<file path="src/core/cds_pkg.sv">
package cds_pkg;
   // register addresses on the serial port
   localparam logic [7:0] DC_THERMAL_DETAIL_STATUS_ADDR      = 8'h03;
   localparam logic [7:0] BATTERY_CHARGER_DETAIL_STATUS_ADDR = 8'h04;
   localparam logic [7:0] UNMAPPED_READ_VALUE                = 8'h00;
   localparam logic [7:0] DETAIL_CLEAR_VALUE                 = 8'h00;
   localparam logic [6:0] DEFAULT_SLAVE_ADDR                 = 7'h6A;

   // dc_thermal_detail_status fields
   localparam int INPUT_VOLTAGE_INVALID_BIT = 7;
   localparam int INPUT_CURRENT_LIMITED_BIT = 6;
   localparam int INPUT_OVERVOLTAGE_BIT     = 5;
   localparam int INPUT_ABOVE_BATTERY_BIT   = 4;
   localparam int RESERVED_BIT              = 3;
   localparam int THERMISTOR_ZONE_LSB       = 0;

   // battery_charger_detail_status fields
   localparam int BATTERY_CONDITION_LSB     = 4;
   localparam int CHARGER_STATE_LSB         = 0;

   // thermistor zone codes
   localparam logic [2:0] THM_COLD   = 3'h1;
   localparam logic [2:0] THM_COOL   = 3'h2;
   localparam logic [2:0] THM_NORMAL = 3'h3;
   localparam logic [2:0] THM_WARM   = 3'h4;
   localparam logic [2:0] THM_HOT    = 3'h5;

   // battery condition codes
   localparam logic [1:0] BAT_DEAD        = 2'h0;
   localparam logic [1:0] BAT_TIMER_FAULT = 2'h1;
   localparam logic [1:0] BAT_GOOD        = 2'h2;
   localparam logic [1:0] BAT_OVERVOLTAGE = 2'h3;

   // charger state codes
   localparam logic [3:0] CHG_DEAD_BATTERY = 4'h0;
   localparam logic [3:0] CHG_PREQUAL      = 4'h1;
   localparam logic [3:0] CHG_FAST_CC      = 4'h2;
   localparam logic [3:0] CHG_FAST_CV      = 4'h3;
   localparam logic [3:0] CHG_TOPOFF       = 4'h4;
   localparam logic [3:0] CHG_DONE         = 4'h5;
   localparam logic [3:0] CHG_TIMER_FAULT  = 4'h6;
   localparam logic [3:0] CHG_TEMP_SUSPEND = 4'h7;
   localparam logic [3:0] CHG_OFF          = 4'h8;
   localparam logic [3:0] CHG_THERMAL_LOOP = 4'h9;

   // serial bit counter limit
   localparam logic [3:0] BITS_PER_BYTE = 4'h8;

   // positions in the synchronised input vector
   localparam int SYNC_WIDTH        = 23;
   localparam int SY_SCL            = 0;
   localparam int SY_SDA            = 1;
   localparam int SY_DC_INVALID     = 2;
   localparam int SY_DC_LIMITED     = 3;
   localparam int SY_DC_OVERVOLTAGE = 4;
   localparam int SY_DC_ABOVE_BAT   = 5;
   localparam int SY_THM_BELOW_0    = 6;
   localparam int SY_THM_BELOW_15   = 7;
   localparam int SY_THM_BELOW_45   = 8;
   localparam int SY_THM_BELOW_60   = 9;
   localparam int SY_BAT_DEAD       = 10;
   localparam int SY_TIMER_FAULT    = 11;
   localparam int SY_BAT_OVERVOLT   = 12;
   localparam int SY_CHG_ENABLED    = 13;
   localparam int SY_PREQUAL        = 14;
   localparam int SY_FAST_CC        = 15;
   localparam int SY_FAST_CV        = 16;
   localparam int SY_TOPOFF         = 17;
   localparam int SY_DONE           = 18;
   localparam int SY_THERMAL_LOOP   = 19;
   localparam int SY_STANDBY_VALID  = 20;
   localparam int SY_SAFE_OUT_GOOD  = 21;
   localparam int SY_SPARE          = 22;

   typedef enum logic [3:0] {
      SER_IDLE,
      SER_ADDR,
      SER_ADDR_ACK,
      SER_PTR,
      SER_PTR_ACK,
      SER_WDATA,
      SER_WDATA_ACK,
      SER_RDATA,
      SER_RDATA_ACK,
      SER_RDATA_LOAD
   } cds_serial_e;
endpackage

</file>
<file path="src/core/cds_sync.sv">
`timescale 1ns/1ps
module cds_sync #(
   parameter int WIDTH = 1
) (
   input  wire logic             clock,
   input  wire logic             reset,
   input  wire logic [WIDTH-1:0] asyncIn,
   output logic      [WIDTH-1:0] syncOut
);
   initial begin
      if (WIDTH < 1) begin
         $error("cds_sync: WIDTH must be at least 1");
      end
   end

   // two flops per bit, first stage feeds only the second
   for (genvar i = 0; i < WIDTH; i++) begin : g_bit
      logic stage1_r;
      always_ff @(posedge clock or posedge reset) begin
         if (reset) begin
            stage1_r   <= 1'b0;
            syncOut[i] <= 1'b0;
         end else begin
            stage1_r   <= asyncIn[i];
            syncOut[i] <= stage1_r;
         end
      end
   end
endmodule

</file>
<file path="src/core/cds_detail_status.sv">
`timescale 1ns/1ps
module cds_detail_status
   import cds_pkg::*;
#(
   parameter logic [6:0] SLAVE_ADDR = DEFAULT_SLAVE_ADDR
) (
   input  wire logic clock,
   input  wire logic reset,
   input  wire logic sclIn,
   input  wire logic sdaIn,
   output logic      sdaOut,
   output logic      sdaOe,
   input  wire logic dcInvalid,
   input  wire logic dcCurrentLimited,
   input  wire logic dcOvervoltage,
   input  wire logic dcAboveBattery,
   input  wire logic thmBelow0,
   input  wire logic thmBelow15,
   input  wire logic thmBelow45,
   input  wire logic thmBelow60,
   input  wire logic batBelowDead,
   input  wire logic timerFault,
   input  wire logic batAboveOvervoltage,
   input  wire logic chargerEnabled,
   input  wire logic phasePrequal,
   input  wire logic phaseFastCc,
   input  wire logic phaseFastCv,
   input  wire logic phaseTopoff,
   input  wire logic phaseDone,
   input  wire logic thermalLoopActive,
   input  wire logic standbySupplyValid,
   input  wire logic safeOutputPowerGood,
   output logic      chargerSummaryFlag,
   output logic      batterySummaryFlag,
   output logic      thermistorSummaryFlag
);
   initial begin
      if (SLAVE_ADDR == 7'h00) begin
         $error("cds_detail_status: general call address not allowed");
      end
   end

   logic [SYNC_WIDTH-1:0] rawIn;
   logic [SYNC_WIDTH-1:0] syncIn;
   logic                  sclS;
   logic                  sdaS;
   logic                  sclD_r;
   logic                  sdaD_r;
   logic                  sclRise;
   logic                  sclFall;
   logic                  startSeen;
   logic                  stopSeen;
   logic                  powerGoodD_r;
   logic                  clearDetails;
   logic [2:0]            thmCode_nxt;
   logic [1:0]            batCode_nxt;
   logic [3:0]            chgCode_nxt;
   logic [7:0]            detail1_nxt;
   logic [7:0]            detail2_nxt;
   logic [7:0]            detail1_r;
   logic [7:0]            detail2_r;
   logic                  dcValid;
   logic                  tempSuspend;
   logic [7:0]            readByte;
   cds_serial_e           state_r;
   logic [3:0]            bitCnt_r;
   logic [7:0]            shift_r;
   logic [7:0]            pointer_r;
   logic                  readMode_r;

   assign rawIn = {1'b0, safeOutputPowerGood, standbySupplyValid, thermalLoopActive, phaseDone,
                   phaseTopoff, phaseFastCv, phaseFastCc, phasePrequal, chargerEnabled,
                   batAboveOvervoltage, timerFault, batBelowDead, thmBelow60, thmBelow45,
                   thmBelow15, thmBelow0, dcAboveBattery, dcOvervoltage, dcCurrentLimited,
                   dcInvalid, sdaIn, sclIn};

   cds_sync #(
      .WIDTH   (SYNC_WIDTH)
   ) u_sync (
      .clock   (clock),
      .reset   (reset),
      .asyncIn (rawIn),
      .syncOut (syncIn)
   );

   assign sclS      = syncIn[SY_SCL];
   assign sdaS      = syncIn[SY_SDA];
   assign dcValid   = ~syncIn[SY_DC_INVALID];

   // delayed copies for edge detection
   always_ff @(posedge clock or posedge reset) begin
      if (reset) begin
         sclD_r       <= 1'b1;
         sdaD_r       <= 1'b1;
         powerGoodD_r <= 1'b0;
      end else begin
         sclD_r       <= sclS;
         sdaD_r       <= sdaS;
         powerGoodD_r <= syncIn[SY_SAFE_OUT_GOOD];
      end
   end

   assign sclRise      = sclS & ~sclD_r;
   assign sclFall      = ~sclS & sclD_r;
   assign startSeen    = sclS & sclD_r & sdaD_r & ~sdaS;
   assign stopSeen     = sclS & sclD_r & ~sdaD_r & sdaS;
   assign clearDetails = ~syncIn[SY_STANDBY_VALID] | (syncIn[SY_SAFE_OUT_GOOD] & ~powerGoodD_r);

   // thermistor zone from the threshold comparators
   always_comb begin
      if (syncIn[SY_THM_BELOW_0]) begin
         thmCode_nxt = THM_COLD;
      end else if (syncIn[SY_THM_BELOW_15]) begin
         thmCode_nxt = THM_COOL;
      end else if (syncIn[SY_THM_BELOW_45]) begin
         thmCode_nxt = THM_NORMAL;
      end else if (syncIn[SY_THM_BELOW_60]) begin
         thmCode_nxt = THM_WARM;
      end else begin
         thmCode_nxt = THM_HOT;
      end
   end

   assign tempSuspend = (thmCode_nxt == THM_COLD) | (thmCode_nxt == THM_HOT);

   // battery condition
   always_comb begin
      if (syncIn[SY_BAT_DEAD]) begin
         batCode_nxt = BAT_DEAD;
      end else if (syncIn[SY_TIMER_FAULT]) begin
         batCode_nxt = BAT_TIMER_FAULT;
      end else if (syncIn[SY_BAT_OVERVOLT] && dcValid) begin
         batCode_nxt = BAT_OVERVOLTAGE;
      end else begin
         batCode_nxt = BAT_GOOD;
      end
   end

   // charger state, highest priority first
   always_comb begin
      if (!dcValid || !syncIn[SY_CHG_ENABLED]) begin
         chgCode_nxt = CHG_OFF;
      end else if (syncIn[SY_BAT_DEAD]) begin
         chgCode_nxt = CHG_DEAD_BATTERY;
      end else if (syncIn[SY_TIMER_FAULT]) begin
         chgCode_nxt = CHG_TIMER_FAULT;
      end else if (tempSuspend) begin
         chgCode_nxt = CHG_TEMP_SUSPEND;
      end else if (syncIn[SY_DONE]) begin
         chgCode_nxt = CHG_DONE;
      end else if (syncIn[SY_THERMAL_LOOP] && (syncIn[SY_PREQUAL] || syncIn[SY_FAST_CC] ||
                                               syncIn[SY_FAST_CV] || syncIn[SY_TOPOFF])) begin
         chgCode_nxt = CHG_THERMAL_LOOP;
      end else if (syncIn[SY_PREQUAL]) begin
         chgCode_nxt = CHG_PREQUAL;
      end else if (syncIn[SY_FAST_CV]) begin
         chgCode_nxt = CHG_FAST_CV;
      end else if (syncIn[SY_FAST_CC]) begin
         chgCode_nxt = CHG_FAST_CC;
      end else if (syncIn[SY_TOPOFF]) begin
         chgCode_nxt = CHG_TOPOFF;
      end else begin
         chgCode_nxt = CHG_OFF;
      end
   end

   // register images
   always_comb begin
      detail1_nxt                            = DETAIL_CLEAR_VALUE;
      detail2_nxt                            = DETAIL_CLEAR_VALUE;
      if (!clearDetails) begin
         detail1_nxt[INPUT_VOLTAGE_INVALID_BIT] = syncIn[SY_DC_INVALID];
         detail1_nxt[INPUT_CURRENT_LIMITED_BIT] = syncIn[SY_DC_LIMITED];
         detail1_nxt[INPUT_OVERVOLTAGE_BIT]     = syncIn[SY_DC_OVERVOLTAGE];
         detail1_nxt[INPUT_ABOVE_BATTERY_BIT]   = syncIn[SY_DC_ABOVE_BAT];
         detail1_nxt[RESERVED_BIT]              = 1'b0;
         detail1_nxt[THERMISTOR_ZONE_LSB +: 3]  = thmCode_nxt;
         detail2_nxt[BATTERY_CONDITION_LSB +: 2] = batCode_nxt;
         detail2_nxt[CHARGER_STATE_LSB +: 4]    = chgCode_nxt;
      end
   end

   always_ff @(posedge clock or posedge reset) begin
      if (reset) begin
         detail1_r <= DETAIL_CLEAR_VALUE;
         detail2_r <= DETAIL_CLEAR_VALUE;
      end else begin
         detail1_r <= detail1_nxt;
         detail2_r <= detail2_nxt;
      end
   end

   // summary flags track the images in the same cycle
   always_ff @(posedge clock or posedge reset) begin
      if (reset) begin
         chargerSummaryFlag    <= 1'b0;
         batterySummaryFlag    <= 1'b0;
         thermistorSummaryFlag <= 1'b1;
      end else begin
         chargerSummaryFlag    <= (detail2_nxt[CHARGER_STATE_LSB +: 4] == CHG_DONE) ||
                                  (detail2_nxt[CHARGER_STATE_LSB +: 4] == CHG_TIMER_FAULT) ||
                                  (detail2_nxt[CHARGER_STATE_LSB +: 4] == CHG_TEMP_SUSPEND) ||
                                  (detail2_nxt[CHARGER_STATE_LSB +: 4] == CHG_OFF);
         batterySummaryFlag    <= (detail2_nxt[BATTERY_CONDITION_LSB +: 2] == BAT_TIMER_FAULT) ||
                                  (detail2_nxt[BATTERY_CONDITION_LSB +: 2] == BAT_OVERVOLTAGE);
         thermistorSummaryFlag <= (detail1_nxt[THERMISTOR_ZONE_LSB +: 3] != THM_WARM) &&
                                  (detail1_nxt[THERMISTOR_ZONE_LSB +: 3] != THM_HOT);
      end
   end

   // read mux, no side effects
   always_comb begin
      unique case (pointer_r)
         DC_THERMAL_DETAIL_STATUS_ADDR:      readByte = detail1_r;
         BATTERY_CHARGER_DETAIL_STATUS_ADDR: readByte = detail2_r;
         default:                            readByte = UNMAPPED_READ_VALUE;
      endcase
   end

   // open-drain data line only ever pulls low
   always_ff @(posedge clock or posedge reset) begin
      if (reset) begin
         sdaOut <= 1'b0;
      end else begin
         sdaOut <= 1'b0;
      end
   end

   // serial slave
   always_ff @(posedge clock or posedge reset) begin
      if (reset) begin
         state_r    <= SER_IDLE;
         bitCnt_r   <= 4'h0;
         shift_r    <= 8'h00;
         pointer_r  <= 8'h00;
         readMode_r <= 1'b0;
         sdaOe      <= 1'b0;
      end else if (startSeen) begin
         state_r  <= SER_ADDR;
         bitCnt_r <= 4'h0;
         sdaOe    <= 1'b0;
      end else if (stopSeen) begin
         state_r <= SER_IDLE;
         sdaOe   <= 1'b0;
      end else begin
         unique case (state_r)
            SER_IDLE: begin
               sdaOe <= 1'b0;
            end
            SER_ADDR, SER_PTR, SER_WDATA: begin
               if (sclRise && bitCnt_r != BITS_PER_BYTE) begin
                  shift_r  <= {shift_r[6:0], sdaS};
                  bitCnt_r <= bitCnt_r + 4'h1;
               end else if (sclFall && bitCnt_r == BITS_PER_BYTE) begin
                  bitCnt_r <= 4'h0;
                  if (state_r == SER_ADDR) begin
                     if (shift_r[7:1] == SLAVE_ADDR) begin
                        readMode_r <= shift_r[0];
                        sdaOe      <= 1'b1;
                        state_r    <= SER_ADDR_ACK;
                     end else begin
                        state_r <= SER_IDLE;
                     end
                  end else if (state_r == SER_PTR) begin
                     pointer_r <= shift_r;
                     sdaOe     <= 1'b1;
                     state_r   <= SER_PTR_ACK;
                  end else begin
                     sdaOe   <= 1'b1;
                     state_r <= SER_WDATA_ACK;
                  end
               end
            end
            SER_ADDR_ACK, SER_RDATA_LOAD: begin
               if (sclFall) begin
                  if (readMode_r) begin
                     sdaOe    <= ~readByte[7];
                     shift_r  <= {readByte[6:0], 1'b0};
                     bitCnt_r <= 4'h1;
                     state_r  <= SER_RDATA;
                  end else begin
                     sdaOe    <= 1'b0;
                     bitCnt_r <= 4'h0;
                     state_r  <= SER_PTR;
                  end
               end
            end
            SER_PTR_ACK, SER_WDATA_ACK: begin
               if (sclFall) begin
                  sdaOe    <= 1'b0;
                  bitCnt_r <= 4'h0;
                  state_r  <= SER_WDATA;
               end
            end
            SER_RDATA: begin
               if (sclFall) begin
                  if (bitCnt_r == BITS_PER_BYTE) begin
                     sdaOe     <= 1'b0;
                     pointer_r <= pointer_r + 8'h01;
                     state_r   <= SER_RDATA_ACK;
                  end else begin
                     sdaOe    <= ~shift_r[7];
                     shift_r  <= {shift_r[6:0], 1'b0};
                     bitCnt_r <= bitCnt_r + 4'h1;
                  end
               end
            end
            SER_RDATA_ACK: begin
               if (sclRise) begin
                  state_r <= sdaS ? SER_IDLE : SER_RDATA_LOAD;
               end
            end
         endcase
      end
   end
endmodule

</file>
<file path="config.mk">
export PLATFORM = sky130hd
export DESIGN_NAME = cds_detail_status
export DESIGN_NICKNAME = d
export VERILOG_FILES = /design/src/core/cds_pkg.sv /design/src/core/cds_sync.sv /design/src/core/cds_detail_status.sv
export SDC_FILE = /design/constraint.sdc
export NUM_CORES = 1
export LEC_CHECK = 0
export ABC_AREA = 1
export BUFFER_PORTS_ARGS = -buffer_cell sky130_fd_sc_hd__buf_2
export CORE_UTILIZATION = 54
export DETAILED_ROUTE_END_ITERATION = 8
export PLACE_DENSITY = 0.76
export REMOVE_ABC_BUFFERS = 1
export SYNTH_ARGS = -nofsm -noshare
export SYNTH_HDL_FRONTEND = slang
export SYNTH_SLANG_ARGS = --single-unit
</file>
<file path="constraint.sdc">
create_clock -name clock -period 2.45 [get_ports clock]
set_input_delay 0.245 -clock clock [delete_from_list [all_inputs] [get_ports clock]]
set_output_delay 0.245 -clock clock [all_outputs]
set_load 0.01 [all_outputs]
</file>
Word-level counts from Yosys, hierarchy flattened. Cells that the tools add are included.

$add $sub $neg: 2. Multipliers: 0. Divide/modulo/power cells: 0. $lt $le $gt $ge: 0. Eq/ne operators: 48. Shift operators: 0. Muxes and demuxes: 70. Bitwise logic cells: 22. Reduce and logical (&&, ||, !) cells: 29.

Operators by type and width (count): 4-bit two-way mux (29); 8-bit two-way mux (12); 4-bit != test (second input constant) (9); 8-bit case mux with 2 select lines (2); 4-bit by 3-bit equality test with 1-bit output (second input constant) (7); 8-bit case mux with 3 select lines (1); 2-bit != test (second input constant) (11); 7-bit AND reduction (3); 4-bit case mux with 5 select lines (1); 3-bit != test (second input constant) (6); 4-bit equality test (second input constant) (4); 4-bit case mux with 4 select lines (1); 8-bit AND reduction (2); 1-bit two-way mux (14); 7-bit nonzero test (2); 3-bit two-way mux (4); 1-bit NOT (12); 9-bit AND reduction (1); 8-bit by 1-bit adder with 8-bit output (second input constant) (1); 1-bit AND (8); 4-bit by 2-bit equality test with 1-bit output (second input constant) (2); 8-bit by 2-bit equality test with 1-bit output (second input constant) (1); 8-bit by 3-bit equality test with 1-bit output (second input constant) (1); 1-bit logical OR (8); other kinds (20) (29).

Register bits after elaboration: 90. Bits in latches: 0. Bits in writable memories: 0. Bits in read-only memories: 0. Input port bits: 24. Output and inout port bits: 5. Logic and storage cells: 229. Memories kept: 0.

Longest topological paths before layout.
Depth after elaboration: 15. Gate-level depth with buffers: 12. Gate-level depth less buffers: 12.

Modules after synthesis. From an unflattened synthesis, not the netlist that was laid out.

Cell total of the unflattened synthesis: 484. Area, all modules: 4129.0 um^2.

By module, submodules not included: cds_detail_status (times used 1, cells each 437, area each 2974.1 um^2); cds_sync (times used 1, cells each 47, area each 1154.9 um^2).

Worst setup path before layout. Ideal clock, no wire load.

Path kind: register -> register. Start: register bitCnt_r[0]. End: register pointer_r[0]. Arrival time: 1.470 ns. Required time: 2.317 ns. Setup slack: 0.847 ns. Cell stages (with the launch flop): 9. Period minus slack after synthesis: 1.603 ns. Cell sequence: dfrtp_1 > inv_1 > ha_1 > nand3_1 > nor2_1 > nand3_1 > clkbuf_1 > a211oi_1 > a21oi_1.

Cells in the longest elaborated chain, start to end: 4. Elaborated cells on any way between the ends: 8.

RTL lines: start: declaration (line cds_detail_status.sv:66) `logic [3:0] bitCnt_r;`; start signal: assignment (line cds_detail_status.sv:253) `bitCnt_r <= bitCnt_r + 4'h1;`; start signal: assignment (line cds_detail_status.sv:304) `bitCnt_r <= bitCnt_r + 4'h1;`; 4-bit equality test or 4-bit != test (tied branches) (line cds_detail_status.sv:254, cds_detail_status.sv:297, cds_detail_status.sv:251); 1-bit logical AND (on tied branches) (line cds_detail_status.sv:254, cds_detail_status.sv:251); 2-bit != test (no line); 9-bit AND reduction (no line) (*); end signal: assignment (line cds_detail_status.sv:265) `pointer_r <= shift_r;`; end signal: assignment (line cds_detail_status.sv:299) `pointer_r <= pointer_r + 8'h01;`; end: declaration (line cds_detail_status.sv:68) `logic [7:0] pointer_r;`.

Mark *: on every way between the ends. The rest lies on a longest branch, timed or not. A chain may end at the register's enable or synchronous reset.

Worst setup path in the final report.
Start: register bitCnt_r[0]. End: register pointer_r[5].

The elaborated chain is that of the path after synthesis.

==> reports/qor.csv <==
metric,value,unit
run status,"finished, final reports clean",
Routed Antenna Nets,0,
Core Footprint,6940,µm²
R2R depth,9,
H-tree levels,3,
worst-case register-to-register setup slack,0.44,ns
initial core utilization,0.568,
final period utilization,0.822,
worst r2r dst,pointer_r[5],
leakage power total,2.48,nW
largest net degree at the start of global routing,89,
post-placement cell count,605,
sequential share of the synthesized area,0.559,
Synthesis Warnings,0,
hold depth,0,
Final Hold Fails,0,
Yosys cell types,33,
Die W,87.5,µm
Net Sw Frac,0.373,
"most common cell after layout, fill and taps aside",nand2_1,
# setup viols final,0,
Tot GR Track Use,0.243,
Post-CTS Repair Setup Buffers,0,
Worst-path clk slew,0.08,ns
CP max stage delay,0.43,ns
"Clk Latency, worst-skew pair",0.36,ns
Synth area leader,dfrtp_1,
P_sw,0.00154,W
most frequent cells in the layout,"nand2_1, dfrtp_1, nor2_1",
slew at the pin closest to its max-slew limit,0.722,ns
Post-CTS Resized,0,
Worst Skew,0.0106,ns
area grow syn2layout,17.8,%
crit path cell chain,inv_1 -> ha_1 -> nand3_1 -> nor2_1 -> nand3_1 -> a21oi_1 -> o21ai_0 -> o21ai_0 -> inv_1,
DRT iter0 DRCs,191,
largest cells by area after synthesis,"dfrtp_1, nand2_1, nand3_1",
max-slew violations,0,
worst min path class,flop to flop,
Crit-path slowest cell,dfrtp_1,
Internal,0.00259,W
maxcap violations,0,
"flops & latches, synth",88,
FMAX,496,MHz
die height,87.5,µm
GP Congestion,0.930,
cts hold-fix bufs,23,
clock power share,0.251,
Clock Sinks,88,
DRC Markers,0,
vias in the first global route,3008,
Reg2Reg Launch Point,bitCnt_r[0],
Non-Filler Instances,644,
critical path data arrival time,2.27,ns
hpwl dp,5.51,mm
crit path max fanout,13,
Yosys top cell area share,0.539,
die footprint,7660,µm²
Power Dens Cells,887,nW/µm²
"Worst Path Class, Setup",flop to flop,
cell row count,30,
first-pass GRT wire length,13.8,mm
initial antenna violation count,0,
Final nets,571,
normalized max-slew margin,0.515,
hold_ws,0.350,ns
fin area,4650,µm²
Combinational Power Share,0.322,
Final Routed Wirelength,7.99,mm
Worst Setup End Kind,flop,
area of placed instances,4200,µm²
fillers,559,
maximum VDD drop,586,µV
IO buf count,27,
required time of the critical path,2.70,ns
CP startpoint,bitCnt_r[0],
syn avg cell area,8.14,µm²
total CTS buffers,9,
Pre-antenna DRT Iters,5,
total congestion overflow,0,
# IOs,29,
fin crit period,2.01,ns
Flop pwr share,0.427,
Via Count,3202,
CTS tree,yes,
unrepaired setup endpoints after global routing,false,
share of layout cells above drive strength 1,0.119,
Inserted Diodes,0,
hold path startpoint,u_sync.g_bit[3].stage1_r,
crit path launch type,flop,
root buf cell,clkbuf_8,
vias per cell,4.97,
Avg WL per Cell,12.4,µm
Hold EP,u_sync.syncOut[3],
Clock Path Buffers,2,
Post-Synthesis Cells,485,
post-synthesis cell area,3950,µm²
## metrics by stage
step / util / total power [W] / setup WS [ns] / setup TNS [ns]
after floorplan: - / 0.00273 / -0.0686 / -5.83
after global placement: 0.605 / 0.00304 / 0.540 / 0
after detailed placement: 0.605 / 0.00307 / 0.483 / 0
after CTS: 0.670 / 0.00413 / 0.444 / 0
after global routing: 0.670 / 0.00443 / 0.196 / 0
final: 0.670 / 0.00412 / 0.435 / 0
## how the worst max path moves through the flow
stage                   end  slack (ns)  cells after the start
6_report       pointer_r[5]        0.44                      9
5_1_grt         bitCnt_r[2]        0.20                     10
4_1_cts        pointer_r[5]        0.44                      9
3_5_place_dp   pointer_r[5]        0.48                      9
3_3_place_gp    bitCnt_r[2]        0.54                     10
2_1_floorplan   bitCnt_r[0]       -0.07                      1
## registers in the layout, indices dropped and copies added (netlist names)
| register | count |
|---|---|
| readMode_r | 1 |
| shift_r | 8 |
| bitCnt_r | 4 |
| thermistorSummaryFlag | 1 |
| detail2_r | 6 |
| detail1_r | 7 |
| u_sync.g_bit.stage1_r | 22 |
| pointer_r | 8 |
| powerGoodD_r | 1 |
| sdaOe | 1 |
| state_r | 4 |
| sclD_r | 1 |
| chargerSummaryFlag | 1 |
| u_sync.syncOut | 22 |
| sdaD_r | 1 |
## cells in the mapped netlist, drive strengths merged
library cell	n
a211oi	1
a21boi	2
a21oi	17
a31oi	1
and2	1
buf	4
clkbuf	3
conb	1
dfrtp	85
dfstp	3
ha	4
inv	64
nand2	155
nand3	46
nand3b	1
nand4	2
nor2	63
nor3	6
nor3b	1
o211ai	1
o21a	1
o21ai	18
o21bai	1
o31ai	2
xor2	2
## power groups by stage
stage                     Sequential [W]  Combinational (W)  Clock [W]
after detailed placement         0.00179            0.00128          0
final                            0.00176            0.00133    0.00104
after CTS                        0.00176            0.00131    0.00105
after floorplan                  0.00175           0.000985          0
after global routing             0.00178            0.00152    0.00113
after global placement           0.00178            0.00127          0
## cells by family (layout without fill, tap and decap cells)
logic type	after synthesis	in the layout	share of synthesized area
AND/OR/NAND/NOR	275	275	0.290
flip-flops	88	88	0.559
buffers and inverters	71	134	0.0716
AO/OA/AOI/OAI	44	44	0.0612
adder cells (fa/ha/maj)	4	4	0.0127
XOR/XNOR	2	2	0.00444
other	1	1	0.000950
## routing by layer
layer	GRT usage	wire (µm)	vias up
li1	-	-	1624
met1	0.320	3530	1463
met5	0	0	-
met3	0.0436	437	19
met2	0.399	3840	96
met4	0.104	179	0
## worst max-delay path: cells and delay by family, from the launching register on
family          cells  cell delay (ns)
flops               1             0.43
simple gates        3             0.74
compound gates      3             0.42
fa+ha+maj           1             0.16
buf+inv             2             0.15
## final cells by class
class	count	area [µm²]	share of cell area
clock buffer	11	151	0.0326
clock inverter	5	63.8	0.0137
inverter	64	241	0.0519
multi-input combinational	326	1460	0.314
sequential	88	2210	0.474
tap	96	120	0.0258
timing repair buffer	54	408	0.0877
(Power assumes the default switching activity.)
